[src/rics_pkg.sv]
// Shared constants for the regulator configuration serial slave.
package rics_pkg;
  localparam logic [6:0] SLAVE_ADDR      = 7'h1e;
  localparam logic [4:0] MCODE_PREFIX    = 5'h01;
  localparam logic [3:0] BYTE_BITS       = 4'h8;
  localparam logic [2:0] LAST_BIT        = 3'h7;
  localparam logic [7:0] REG_CTRL        = 8'h00;
  localparam logic [7:0] REG_VOUT        = 8'h01;
  localparam logic [7:0] UNMAPPED_DATA   = 8'h00;
  localparam int         CTRL_SPREAD     = 7;
  localparam int         CTRL_RAMP       = 6;
  localparam int         CTRL_CURRENT_LIMIT_PIN_HI    = 5;
  localparam int         CTRL_CURRENT_LIMIT_PIN_LO    = 4;
  localparam int         CTRL_FACTORY    = 3;
  localparam int         CTRL_RSVD       = 2;
  localparam int         CTRL_AND_MODE   = 1;
  localparam int         CTRL_SW_EN      = 0;
  localparam logic [7:0] CTRL_RESET      = 8'h00;
  localparam logic [7:0] VOUT_RESET_LOW  = 8'h06;
  localparam logic [7:0] VOUT_RESET_MID  = 8'h24;
  localparam logic [7:0] VOUT_RESET_HIGH = 8'h46;
  localparam logic [7:0] VOUT_CODE_MAX   = 8'h78;
  localparam int         SYNC_LINES      = 4;
  localparam int         LINE_SCL        = 0;
  localparam int         LINE_SDA        = 1;
  localparam int         LINE_EN         = 2;
  localparam int         LINE_LIM        = 3;
endpackage

[src/rics_line_if.sv]
// Synchronised bus events and pin levels passed to the protocol engine.
`timescale 1ns/1ps
interface rics_line_if;
  logic sclRise;
  logic sclFall;
  logic sdaLevel;
  logic startSeen;
  logic stopSeen;
  logic enPinLevel;
  logic limPinLevel;
  modport producer (output sclRise, sclFall, sdaLevel, startSeen, stopSeen,
                    enPinLevel, limPinLevel);
  modport consumer (input sclRise, sclFall, sdaLevel, startSeen, stopSeen,
                    enPinLevel, limPinLevel);
endinterface

[src/rics_pin_sync.sv]
// Two-flop synchronisers and bus condition detection for the serial pins.
`timescale 1ns/1ps
module rics_pin_sync
  import rics_pkg::*;
(
  input  wire logic       sys_clk,
  input  wire logic       rst,
  input  wire logic       sclIn,
  input  wire logic       sdaIn,
  input  wire logic       enPin,
  input  wire logic       limPin,
  rics_line_if.producer   lines
);
  logic [SYNC_LINES-1:0] rawIn;
  logic [SYNC_LINES-1:0] meta_ff;
  logic [SYNC_LINES-1:0] sync_ff;
  logic [SYNC_LINES-1:0] nxt_meta;
  logic [SYNC_LINES-1:0] nxt_sync;
  logic                  sclPrev_ff;
  logic                  sdaPrev_ff;

  assign rawIn = {limPin, enPin, sdaIn, sclIn};

  // Every pin gets the same pair of stages.
  genvar g;
  generate
    for (g = 0; g < SYNC_LINES; g++) begin : gSync
      always_comb begin
        nxt_meta[g] = rawIn[g];
        nxt_sync[g] = meta_ff[g];
      end
      always_ff @(posedge sys_clk or posedge rst) begin
        // Bus lines rest high; the enable and limit lanes rest low so the
        // regulator cannot pulse on while the pins are still being sampled.
        if (rst) begin
          meta_ff[g] <= (g == LINE_SCL) || (g == LINE_SDA);
          sync_ff[g] <= (g == LINE_SCL) || (g == LINE_SDA);
        end else begin
          meta_ff[g] <= nxt_meta[g];
          sync_ff[g] <= nxt_sync[g];
        end
      end
    end
  endgenerate

  always_ff @(posedge sys_clk or posedge rst) begin
    if (rst) begin
      sclPrev_ff <= 1'b1;
      sdaPrev_ff <= 1'b1;
    end else begin
      sclPrev_ff <= sync_ff[LINE_SCL];
      sdaPrev_ff <= sync_ff[LINE_SDA];
    end
  end

  // Data edges only count as conditions while the clock stays high.
  assign lines.sclRise     = sync_ff[LINE_SCL] & ~sclPrev_ff;
  assign lines.sclFall     = ~sync_ff[LINE_SCL] & sclPrev_ff;
  assign lines.sdaLevel    = sync_ff[LINE_SDA];
  assign lines.startSeen   = sclPrev_ff & sync_ff[LINE_SCL] & sdaPrev_ff
                             & ~sync_ff[LINE_SDA];
  assign lines.stopSeen    = sclPrev_ff & sync_ff[LINE_SCL] & ~sdaPrev_ff
                             & sync_ff[LINE_SDA];
  assign lines.enPinLevel  = sync_ff[LINE_EN];
  assign lines.limPinLevel = sync_ff[LINE_LIM];
endmodule // rics_pin_sync

[src/rics_cfg_slave.sv]
// Serial configuration slave with the two regulator control registers.
`timescale 1ns/1ps
module rics_cfg_slave
  import rics_pkg::*;
#(
  parameter logic [1:0] VARIANT      = 2'h0,
  parameter logic       FACTORY_BIT  = 1'b0,
  parameter logic       EXT_FEEDBACK = 1'b0
)(
  input  wire logic       sys_clk,
  input  wire logic       rst,
  input  wire logic       sclIn,
  input  wire logic       sdaIn,
  output logic            sdaOut,
  output logic            sdaOe,
  output logic            sclOut,
  output logic            sclOe,
  input  wire logic       enPin,
  input  wire logic       currentLimitPin,
  output logic            spreadModulationOn,
  output logic            rampTimeSelect,
  output logic [1:0]      peakLimitCode,
  output logic            peakLimitApplied,
  output logic            regulatorOn,
  output logic [7:0]      outputVoltageCode,
  output logic            voltageCodeApplied,
  output logic            fastFilterSel
);
  typedef enum logic [3:0] {
    ST_IDLE, ST_ADDR, ST_ADDR_ACK, ST_PTR, ST_PTR_ACK,
    ST_WDATA, ST_WDATA_ACK, ST_RDATA, ST_RACK, ST_HS_NACK
  } rics_state_t;

  localparam logic [7:0] VOUT_RESET = (VARIANT == 2'h2) ? VOUT_RESET_HIGH :
                                      (VARIANT == 2'h1) ? VOUT_RESET_MID :
                                                          VOUT_RESET_LOW;

  // factory strap at reset
  // The factory bit reads as its strap value even before any write.
  localparam logic [7:0] CTRL_START = CTRL_RESET
                                      | (8'(FACTORY_BIT) << CTRL_FACTORY);

  rics_line_if lines ();

  rics_pin_sync u_sync (
    .sys_clk (sys_clk),
    .rst     (rst),
    .sclIn   (sclIn),
    .sdaIn   (sdaIn),
    .enPin   (enPin),
    .limPin  (currentLimitPin),
    .lines   (lines.producer)
  );

  rics_state_t state_ff;
  rics_state_t nxt_state;
  logic [3:0]  bitCnt_ff;
  logic [3:0]  nxt_bitCnt;
  logic [7:0]  shift_ff;
  logic [7:0]  nxt_shift;
  logic [7:0]  ptr_ff;
  logic [7:0]  nxt_ptr;
  logic [7:0]  ctrl_ff;
  logic [7:0]  nxt_ctrl;
  logic [7:0]  vout_ff;
  logic [7:0]  nxt_vout;
  logic        readMode_ff;
  logic        nxt_readMode;
  logic        sdaOe_ff;
  logic        nxt_sdaOe;
  logic        hs_ff;
  logic        nxt_hs;
  logic [7:0]  readData;

  logic        spread_ff;
  logic        ramp_ff;
  logic [1:0]  current_limit_pin_ff;
  logic        ilimApplied_ff;
  logic        regOn_ff;
  logic [7:0]  voutOut_ff;
  logic        voutApplied_ff;
  logic        nxt_spread;
  logic        nxt_ramp;
  logic [1:0]  nxt_current_limit_pin;
  logic        nxt_ilimApplied;
  logic        nxt_regOn;
  logic [7:0]  nxt_voutOut;
  logic        nxt_voutApplied;

  always_comb begin
    case (ptr_ff)
      REG_CTRL: readData = ctrl_ff;
      REG_VOUT: readData = vout_ff;
      default:  readData = UNMAPPED_DATA;
    endcase
  end

  always_comb begin
    nxt_state    = state_ff;
    nxt_bitCnt   = bitCnt_ff;
    nxt_shift    = shift_ff;
    nxt_ptr      = ptr_ff;
    nxt_ctrl     = ctrl_ff;
    nxt_vout     = vout_ff;
    nxt_readMode = readMode_ff;
    nxt_sdaOe    = sdaOe_ff;
    nxt_hs       = hs_ff;
    if (lines.stopSeen) begin
      nxt_state = ST_IDLE;
      nxt_sdaOe = 1'b0;
      nxt_hs    = 1'b0;
    end else if (lines.startSeen) begin
      nxt_state  = ST_ADDR;
      nxt_bitCnt = 4'h0;
      nxt_sdaOe  = 1'b0;
    end else begin
      case (state_ff)
        ST_ADDR, ST_PTR, ST_WDATA: begin
          if (lines.sclRise && bitCnt_ff != BYTE_BITS) begin
            nxt_shift  = {shift_ff[6:0], lines.sdaLevel};
            nxt_bitCnt = bitCnt_ff + 4'h1;
          end else if (lines.sclFall && bitCnt_ff == BYTE_BITS) begin
            nxt_bitCnt = 4'h0;
            nxt_sdaOe  = 1'b1;
            if (state_ff == ST_ADDR) begin
              if (shift_ff[7:3] == MCODE_PREFIX) begin
                nxt_state = ST_HS_NACK;
                nxt_sdaOe = 1'b0;
                nxt_hs    = 1'b1;
              end else if (shift_ff[7:1] == SLAVE_ADDR) begin
                nxt_state    = ST_ADDR_ACK;
                nxt_readMode = shift_ff[0];
              end else begin
                nxt_state = ST_IDLE;
                nxt_sdaOe = 1'b0;
              end
            end else if (state_ff == ST_PTR) begin
              nxt_state = ST_PTR_ACK;
              nxt_ptr   = shift_ff;
            end else begin
              if (ptr_ff == REG_CTRL) begin
                nxt_ctrl = shift_ff;
                nxt_ctrl[CTRL_FACTORY] = FACTORY_BIT;
              end else if (ptr_ff == REG_VOUT) begin
                nxt_vout = shift_ff;
              end
              nxt_ptr   = ptr_ff + 8'h01;
              nxt_state = ST_WDATA_ACK;
            end
          end
        end
        ST_ADDR_ACK: begin
          if (lines.sclFall) begin
            if (readMode_ff) begin
              nxt_state  = ST_RDATA;
              nxt_shift  = readData;
              nxt_sdaOe  = ~readData[7];
              nxt_bitCnt = 4'h0;
            end else begin
              nxt_state  = ST_PTR;
              nxt_sdaOe  = 1'b0;
              nxt_bitCnt = 4'h0;
            end
          end
        end
        ST_PTR_ACK, ST_WDATA_ACK: begin
          if (lines.sclFall) begin
            nxt_state  = ST_WDATA;
            nxt_sdaOe  = 1'b0;
            nxt_bitCnt = 4'h0;
          end
        end
        ST_RDATA: begin
          if (lines.sclFall) begin
            if (bitCnt_ff[2:0] == LAST_BIT) begin
              nxt_state = ST_RACK;
              nxt_sdaOe = 1'b0;
              nxt_ptr   = ptr_ff + 8'h01;
            end else begin
              nxt_shift  = {shift_ff[6:0], 1'b0};
              nxt_sdaOe  = ~shift_ff[6];
              nxt_bitCnt = bitCnt_ff + 4'h1;
            end
          end
        end
        ST_RACK: begin
          if (lines.sclRise && lines.sdaLevel) begin
            nxt_state = ST_IDLE;
          end else if (lines.sclFall) begin
            nxt_state  = ST_RDATA;
            nxt_shift  = readData;
            nxt_sdaOe  = ~readData[7];
            nxt_bitCnt = 4'h0;
          end
        end
        ST_HS_NACK: begin
          if (lines.sclFall) begin
            nxt_state = ST_IDLE;
          end
        end
        default: begin
          nxt_state = ST_IDLE;
        end
      endcase
    end
  end

  always_ff @(posedge sys_clk or posedge rst) begin
    if (rst) begin
      state_ff    <= ST_IDLE;
      bitCnt_ff   <= 4'h0;
      shift_ff    <= 8'h00;
      ptr_ff      <= 8'h00;
      ctrl_ff     <= CTRL_START;
      vout_ff     <= VOUT_RESET;
      readMode_ff <= 1'b0;
      sdaOe_ff    <= 1'b0;
      hs_ff       <= 1'b0;
    end else begin
      state_ff    <= nxt_state;
      bitCnt_ff   <= nxt_bitCnt;
      shift_ff    <= nxt_shift;
      ptr_ff      <= nxt_ptr;
      ctrl_ff     <= nxt_ctrl;
      vout_ff     <= nxt_vout;
      readMode_ff <= nxt_readMode;
      sdaOe_ff    <= nxt_sdaOe;
      hs_ff       <= nxt_hs;
    end
  end

  always_comb begin
    nxt_spread      = ctrl_ff[CTRL_SPREAD];
    nxt_ramp        = ctrl_ff[CTRL_RAMP];
    // peak limit only while pin low
    nxt_current_limit_pin        = ctrl_ff[CTRL_CURRENT_LIMIT_PIN_HI:CTRL_CURRENT_LIMIT_PIN_LO];
    nxt_ilimApplied = ~lines.limPinLevel;
    nxt_regOn       = ctrl_ff[CTRL_AND_MODE] ?
                      (ctrl_ff[CTRL_SW_EN] & lines.enPinLevel) :
                      (ctrl_ff[CTRL_SW_EN] | lines.enPinLevel);
    nxt_voutOut     = vout_ff;
    nxt_voutApplied = ~EXT_FEEDBACK;
  end

  always_ff @(posedge sys_clk or posedge rst) begin
    if (rst) begin
      spread_ff      <= 1'b0;
      ramp_ff        <= 1'b0;
      current_limit_pin_ff        <= 2'h0;
      ilimApplied_ff <= 1'b0;
      regOn_ff       <= 1'b0;
      voutOut_ff     <= VOUT_RESET;
      voutApplied_ff <= 1'b0;
    end else begin
      spread_ff      <= nxt_spread;
      ramp_ff        <= nxt_ramp;
      current_limit_pin_ff        <= nxt_current_limit_pin;
      ilimApplied_ff <= nxt_ilimApplied;
      regOn_ff       <= nxt_regOn;
      voutOut_ff     <= nxt_voutOut;
      voutApplied_ff <= nxt_voutApplied;
    end
  end

  assign sdaOut             = 1'b0;
  assign sdaOe              = sdaOe_ff;
  assign sclOut             = 1'b0;
  assign sclOe              = 1'b0;
  assign spreadModulationOn = spread_ff;
  assign rampTimeSelect     = ramp_ff;
  assign peakLimitCode      = current_limit_pin_ff;
  assign peakLimitApplied   = ilimApplied_ff;
  assign regulatorOn        = regOn_ff;
  assign outputVoltageCode  = voutOut_ff;
  assign voltageCodeApplied = voutApplied_ff;
  assign fastFilterSel      = hs_ff;
endmodule // rics_cfg_slave

[config.mk]
export PLATFORM = sky130hd
export DESIGN_NAME = rics_cfg_slave
export DESIGN_NICKNAME = d
export VERILOG_FILES = /design/src/rics_pkg.sv /design/src/rics_line_if.sv /design/src/rics_pin_sync.sv /design/src/rics_cfg_slave.sv
export SDC_FILE = /design/constraint.sdc
export NUM_CORES = 1
export LEC_CHECK = 0
export ABC_CLOCK_PERIOD_IN_PS = 4600
export BUFFER_PORTS_ARGS = -buffer_cell sky130_fd_sc_hd__buf_2
export CAP_MARGIN = 20
export CORE_MARGIN = 5
export CORE_UTILIZATION = 60
export CTS_BUF_LIST = sky130_fd_sc_hd__clkbuf_2 sky130_fd_sc_hd__clkbuf_4 sky130_fd_sc_hd__clkbuf_8
export CTS_CLUSTER_DIAMETER = 80
export DETAILED_ROUTE_END_ITERATION = 16
export PLACE_DENSITY = 0.8
export SYNTH_ARGS = -nofsm -noshare
export SYNTH_HDL_FRONTEND = slang
export SYNTH_SLANG_ARGS = --single-unit
[constraint.sdc]
create_clock -name sys_clk -period 4.6 [get_ports sys_clk]
set_clock_uncertainty 0.1 [all_clocks]
set_input_delay 0.92 -clock sys_clk [delete_from_list [all_inputs] [get_ports sys_clk]]
set_output_delay 0.92 -clock sys_clk [all_outputs]
set_load 0.05 [all_outputs]
==> flow_metrics.tcl <==
set metrics [dict create \
    status "finished, final reports clean" \
    fp.dieW_um 83.8 \
    synth_edf_count 0 \
    wl_per_cell_um 17.8 \
    p_sw_share_pct 36.0 \
    p_switching_mw 0.716 \
    grt_pass1_vias 2376 \
    syn_inst 299 \
    place_congestion 0.921 \
    min_delay_path_depth 0 \
    io_pins 26 \
    setup_tns_ns 0 \
    synth-seq-area-share_pct 51.6 \
    synth_area_um2 3270 \
    combPwrFrac_pct 29.8 \
    post-place-cells 382 \
    fillCellCount 380 \
    reg2reg_to "ctrl_ff[4]$_DFFE_PP0P_" \
    synth-seq-cells 67 \
    yosys_warnings 0 \
    synthToLayoutAreaGrowth_pct 12.3 \
    grt-ovfl-total 0 \
    hold-worst-slack_ns 0.258 \
    clock-root-buffer "clkbuf_8" \
    synth_top_area_share_pct 43.6 \
    yosysUniqueCellTypes 56 \
    hold_start "u_sync.meta_ff[0]$_DFF_PP1_" \
    cp_slowest_cell "nor3_2" \
    cts_tree "yes" \
    fin_nets 336 \
    cts_resized 0 \
    n_antenna_cell 0 \
    worst-r2r-setup-slack_ns 1.98 \
    period_needed_ns 2.62 \
    crit_fanout 8 \
    hp-class "flop to flop" \
    rsz0062_at_grt "false" \
    crit_path_start_kind "flop" \
    initial_core_util_pct 62.8 \
    cts_max_level 3 \
    vias 2479 \
    fp-row-count 26 \
    seqPwrFrac_pct 40.1 \
    portBuffers 22 \
    synthTopCellsByArea "dfrtp_1 44%, mux2_2 8.3%, dfstp_2 8.0%" \
    finalSetupViolCount 0 \
    finalNonFillerCells 399 \
    intPower_mw 1.27 \
    max_freq_ghz 0.382 \
    die_y_um 83.8 \
    worstSetupEndpointType "flop" \
    clk_pin_slew_worst_paths_ns 0.07 \
    clockBufferDepth 2 \
    worst_pin_slew_ns 0.854 \
    clockPowerShare_pct 30.1 \
    vias_per_cell 6.21 \
    path_buf_inv 0 \
    grt_use_total_pct 21.4 \
    ant_nets 0 \
    dpl.hpwl_um 4730 \
    drv_slew 0 \
    drc 0 \
    yosysMostFrequentCell "dfrtp_1" \
    dr.pass1.iters 5 \
    seqCellArea_um2 1690 \
    layout_setup_ws_ns 1.98 \
    synthFlopType "dfrtp_1" \
    p_per_area_nw_per_um2 541 \
    slew_headroom_pct 43.0 \
    pre_cts_ws_ns 2.01 \
    max_stage_delay_ns 0.66 \
    grt_max_degree 43 \
    r2r-start "u_sync.sclPrev_ff$_DFF_PP1_" \
    drv_cap 0 \
    async_flop_share_pct 100 \
    synthTopCellsByCount "57 x dfrtp_1, 24 x mux2_2, 21 x nor2_1" \
    grt_pass1_wl_um 11700 \
    layout-drive-gt1-share_pct 28.3 \
    cp_top_family "simple AND/OR/NAND/NOR gates" \
    yosysTopAreaCell "dfrtp_1" \
    power_leakage_nw 1.71 \
    post-route-period-util_pct 56.9 \
    hold_end "u_sync.sync_ff[0]$_DFF_PP1_" \
    cp.depth 4 \
    finalHoldViolCount 0 \
    hold_buffers 0 \
    die-area_um2 7030 \
    wirelength_um 7120 \
    cts_setup_buffers 0 \
    clk_latency_ns 0.34 \
    multiInputGateArea_um2 1490 \
    ir_drop_uv 361 \
    critical_path_class "flop to flop" \
    cp.arrival_ns 2.74 \
    cts.sinks 67 \
    drtIter0Drc 354 \
    synth_area_per_cell_um2 10.9 \
    antenna_found_initial 0 \
    path_cells "nor2b_1, nand3_1, nor3_2, mux2_2" \
    cts_made_buffers 9 \
    reg2regPathDepth 4 \
    cp_data_required_time_ns 4.73 \
    core-area_um2 5200 \
]
-- worst max path at each step --
stage / start / to
after floorplan: rst / bitCnt_ff[0]$_DFFE_PP0P_
after global placement: state_ff[1]$_DFFE_PP0P_ / ptr_ff[0]$_DFFE_PP0P_
after detailed placement: state_ff[1]$_DFFE_PP0P_ / ptr_ff[0]$_DFFE_PP0P_
after CTS: state_ff[1]$_DFFE_PP0P_ / ptr_ff[0]$_DFFE_PP0P_
after global routing: state_ff[1]$_DFFE_PP0P_ / shift_ff[5]$_DFFE_PP0P_
final: u_sync.sclPrev_ff$_DFF_PP1_ / ctrl_ff[4]$_DFFE_PP0P_
-- stage by stage --
step | power [mW] | area, um^2 | util (%)
global route | 2.09 | 3670 | 70.6
floorplan | 1.25 | 3280 | -
CTS | 1.98 | 3670 | 70.4
detailed placement | 1.38 | 3420 | 65.7
finish | 1.99 | 3670 | 70.6
global placement | 1.36 | 3420 | 65.7
-- cells by family (layout without fill, tap and decap cells) --
logic type                 count (synthesis)  after routing  synth area share (%)
and+or+nand+nor                          103            103                  18.6
AOI/OAI and AO/OA                         73             73                  15.3
DFF                                       67             67                  51.6
muxes                                     25             25                  8.57
buffers and inverters                     22             50                  3.06
adders and majority gates                  6              6                  2.30
other                                      2              4                 0.230
xor gates and xnor gates                   1              1                 0.268
-- routing by layer --
layer / vias up / GRT usage, % / wire (um)
met3: 19 / 5.53 / 503
met4: 0 / 9.65 / 155
met1: 1200 / 28.8 / 3120
met5: - / 0 / 0
li1: 1157 / - / -
met2: 103 / 32.5 / 3340
-- cells in the final DEF, fill, tap and decap left out, types with 7 or more instances in the layout --
cell type / Yosys / routed
dfstp_2: 10 / 10
a21oi_1: 15 / 15
nor2b_1: 7 / 7
nand3_1: 14 / 14
mux2_2: 24 / 24
dfrtp_1: 57 / 57
nor2_1: 21 / 21
o21ai_0: 16 / 16
clkbuf_8: 0 / 9
buf_2: 5 / 22
and3_2: 8 / 8
nand2_1: 19 / 19
inv_1: 9 / 8
-- power by group through the flow --
stage	logic (mW)	clock network (mW)	registers, mW
floorplan	0.527	0	0.723
global placement	0.568	0	0.796
detailed placement	0.582	0	0.800
CTS	0.588	0.605	0.791
global route	0.643	0.637	0.808
finish	0.593	0.599	0.797
-- area by class of cell --
cell class              instances  share of cell area [%]
multi-input cells             212                    40.5
repair buffers                 24                    3.41
well taps                      70                    2.38
clock buffers                  10                    3.58
clock inverters                 6                    3.10
flip-flops and latches         67                    46.0
inverters                      10                    1.02
-- sequential cells by signal (all words and copies together), names as in the netlist, 2 cells and up --
signal	cells
nxt_voutOut	8
outputVoltageCode	8
bitCnt_ff	4
shift_ff	8
u_sync.meta_ff	4
peakLimitCode	2
state_ff	4
ptr_ff	8
ctrl_ff	7
-- worst register-to-register path: stages (launching register included) --
cell and delay (ns):
dfstp_2 0.58, nor2b_1 0.43, nand3_1 0.31, nor3_2 0.66, mux2_2 0.42
(Power assumes the default switching activity.)
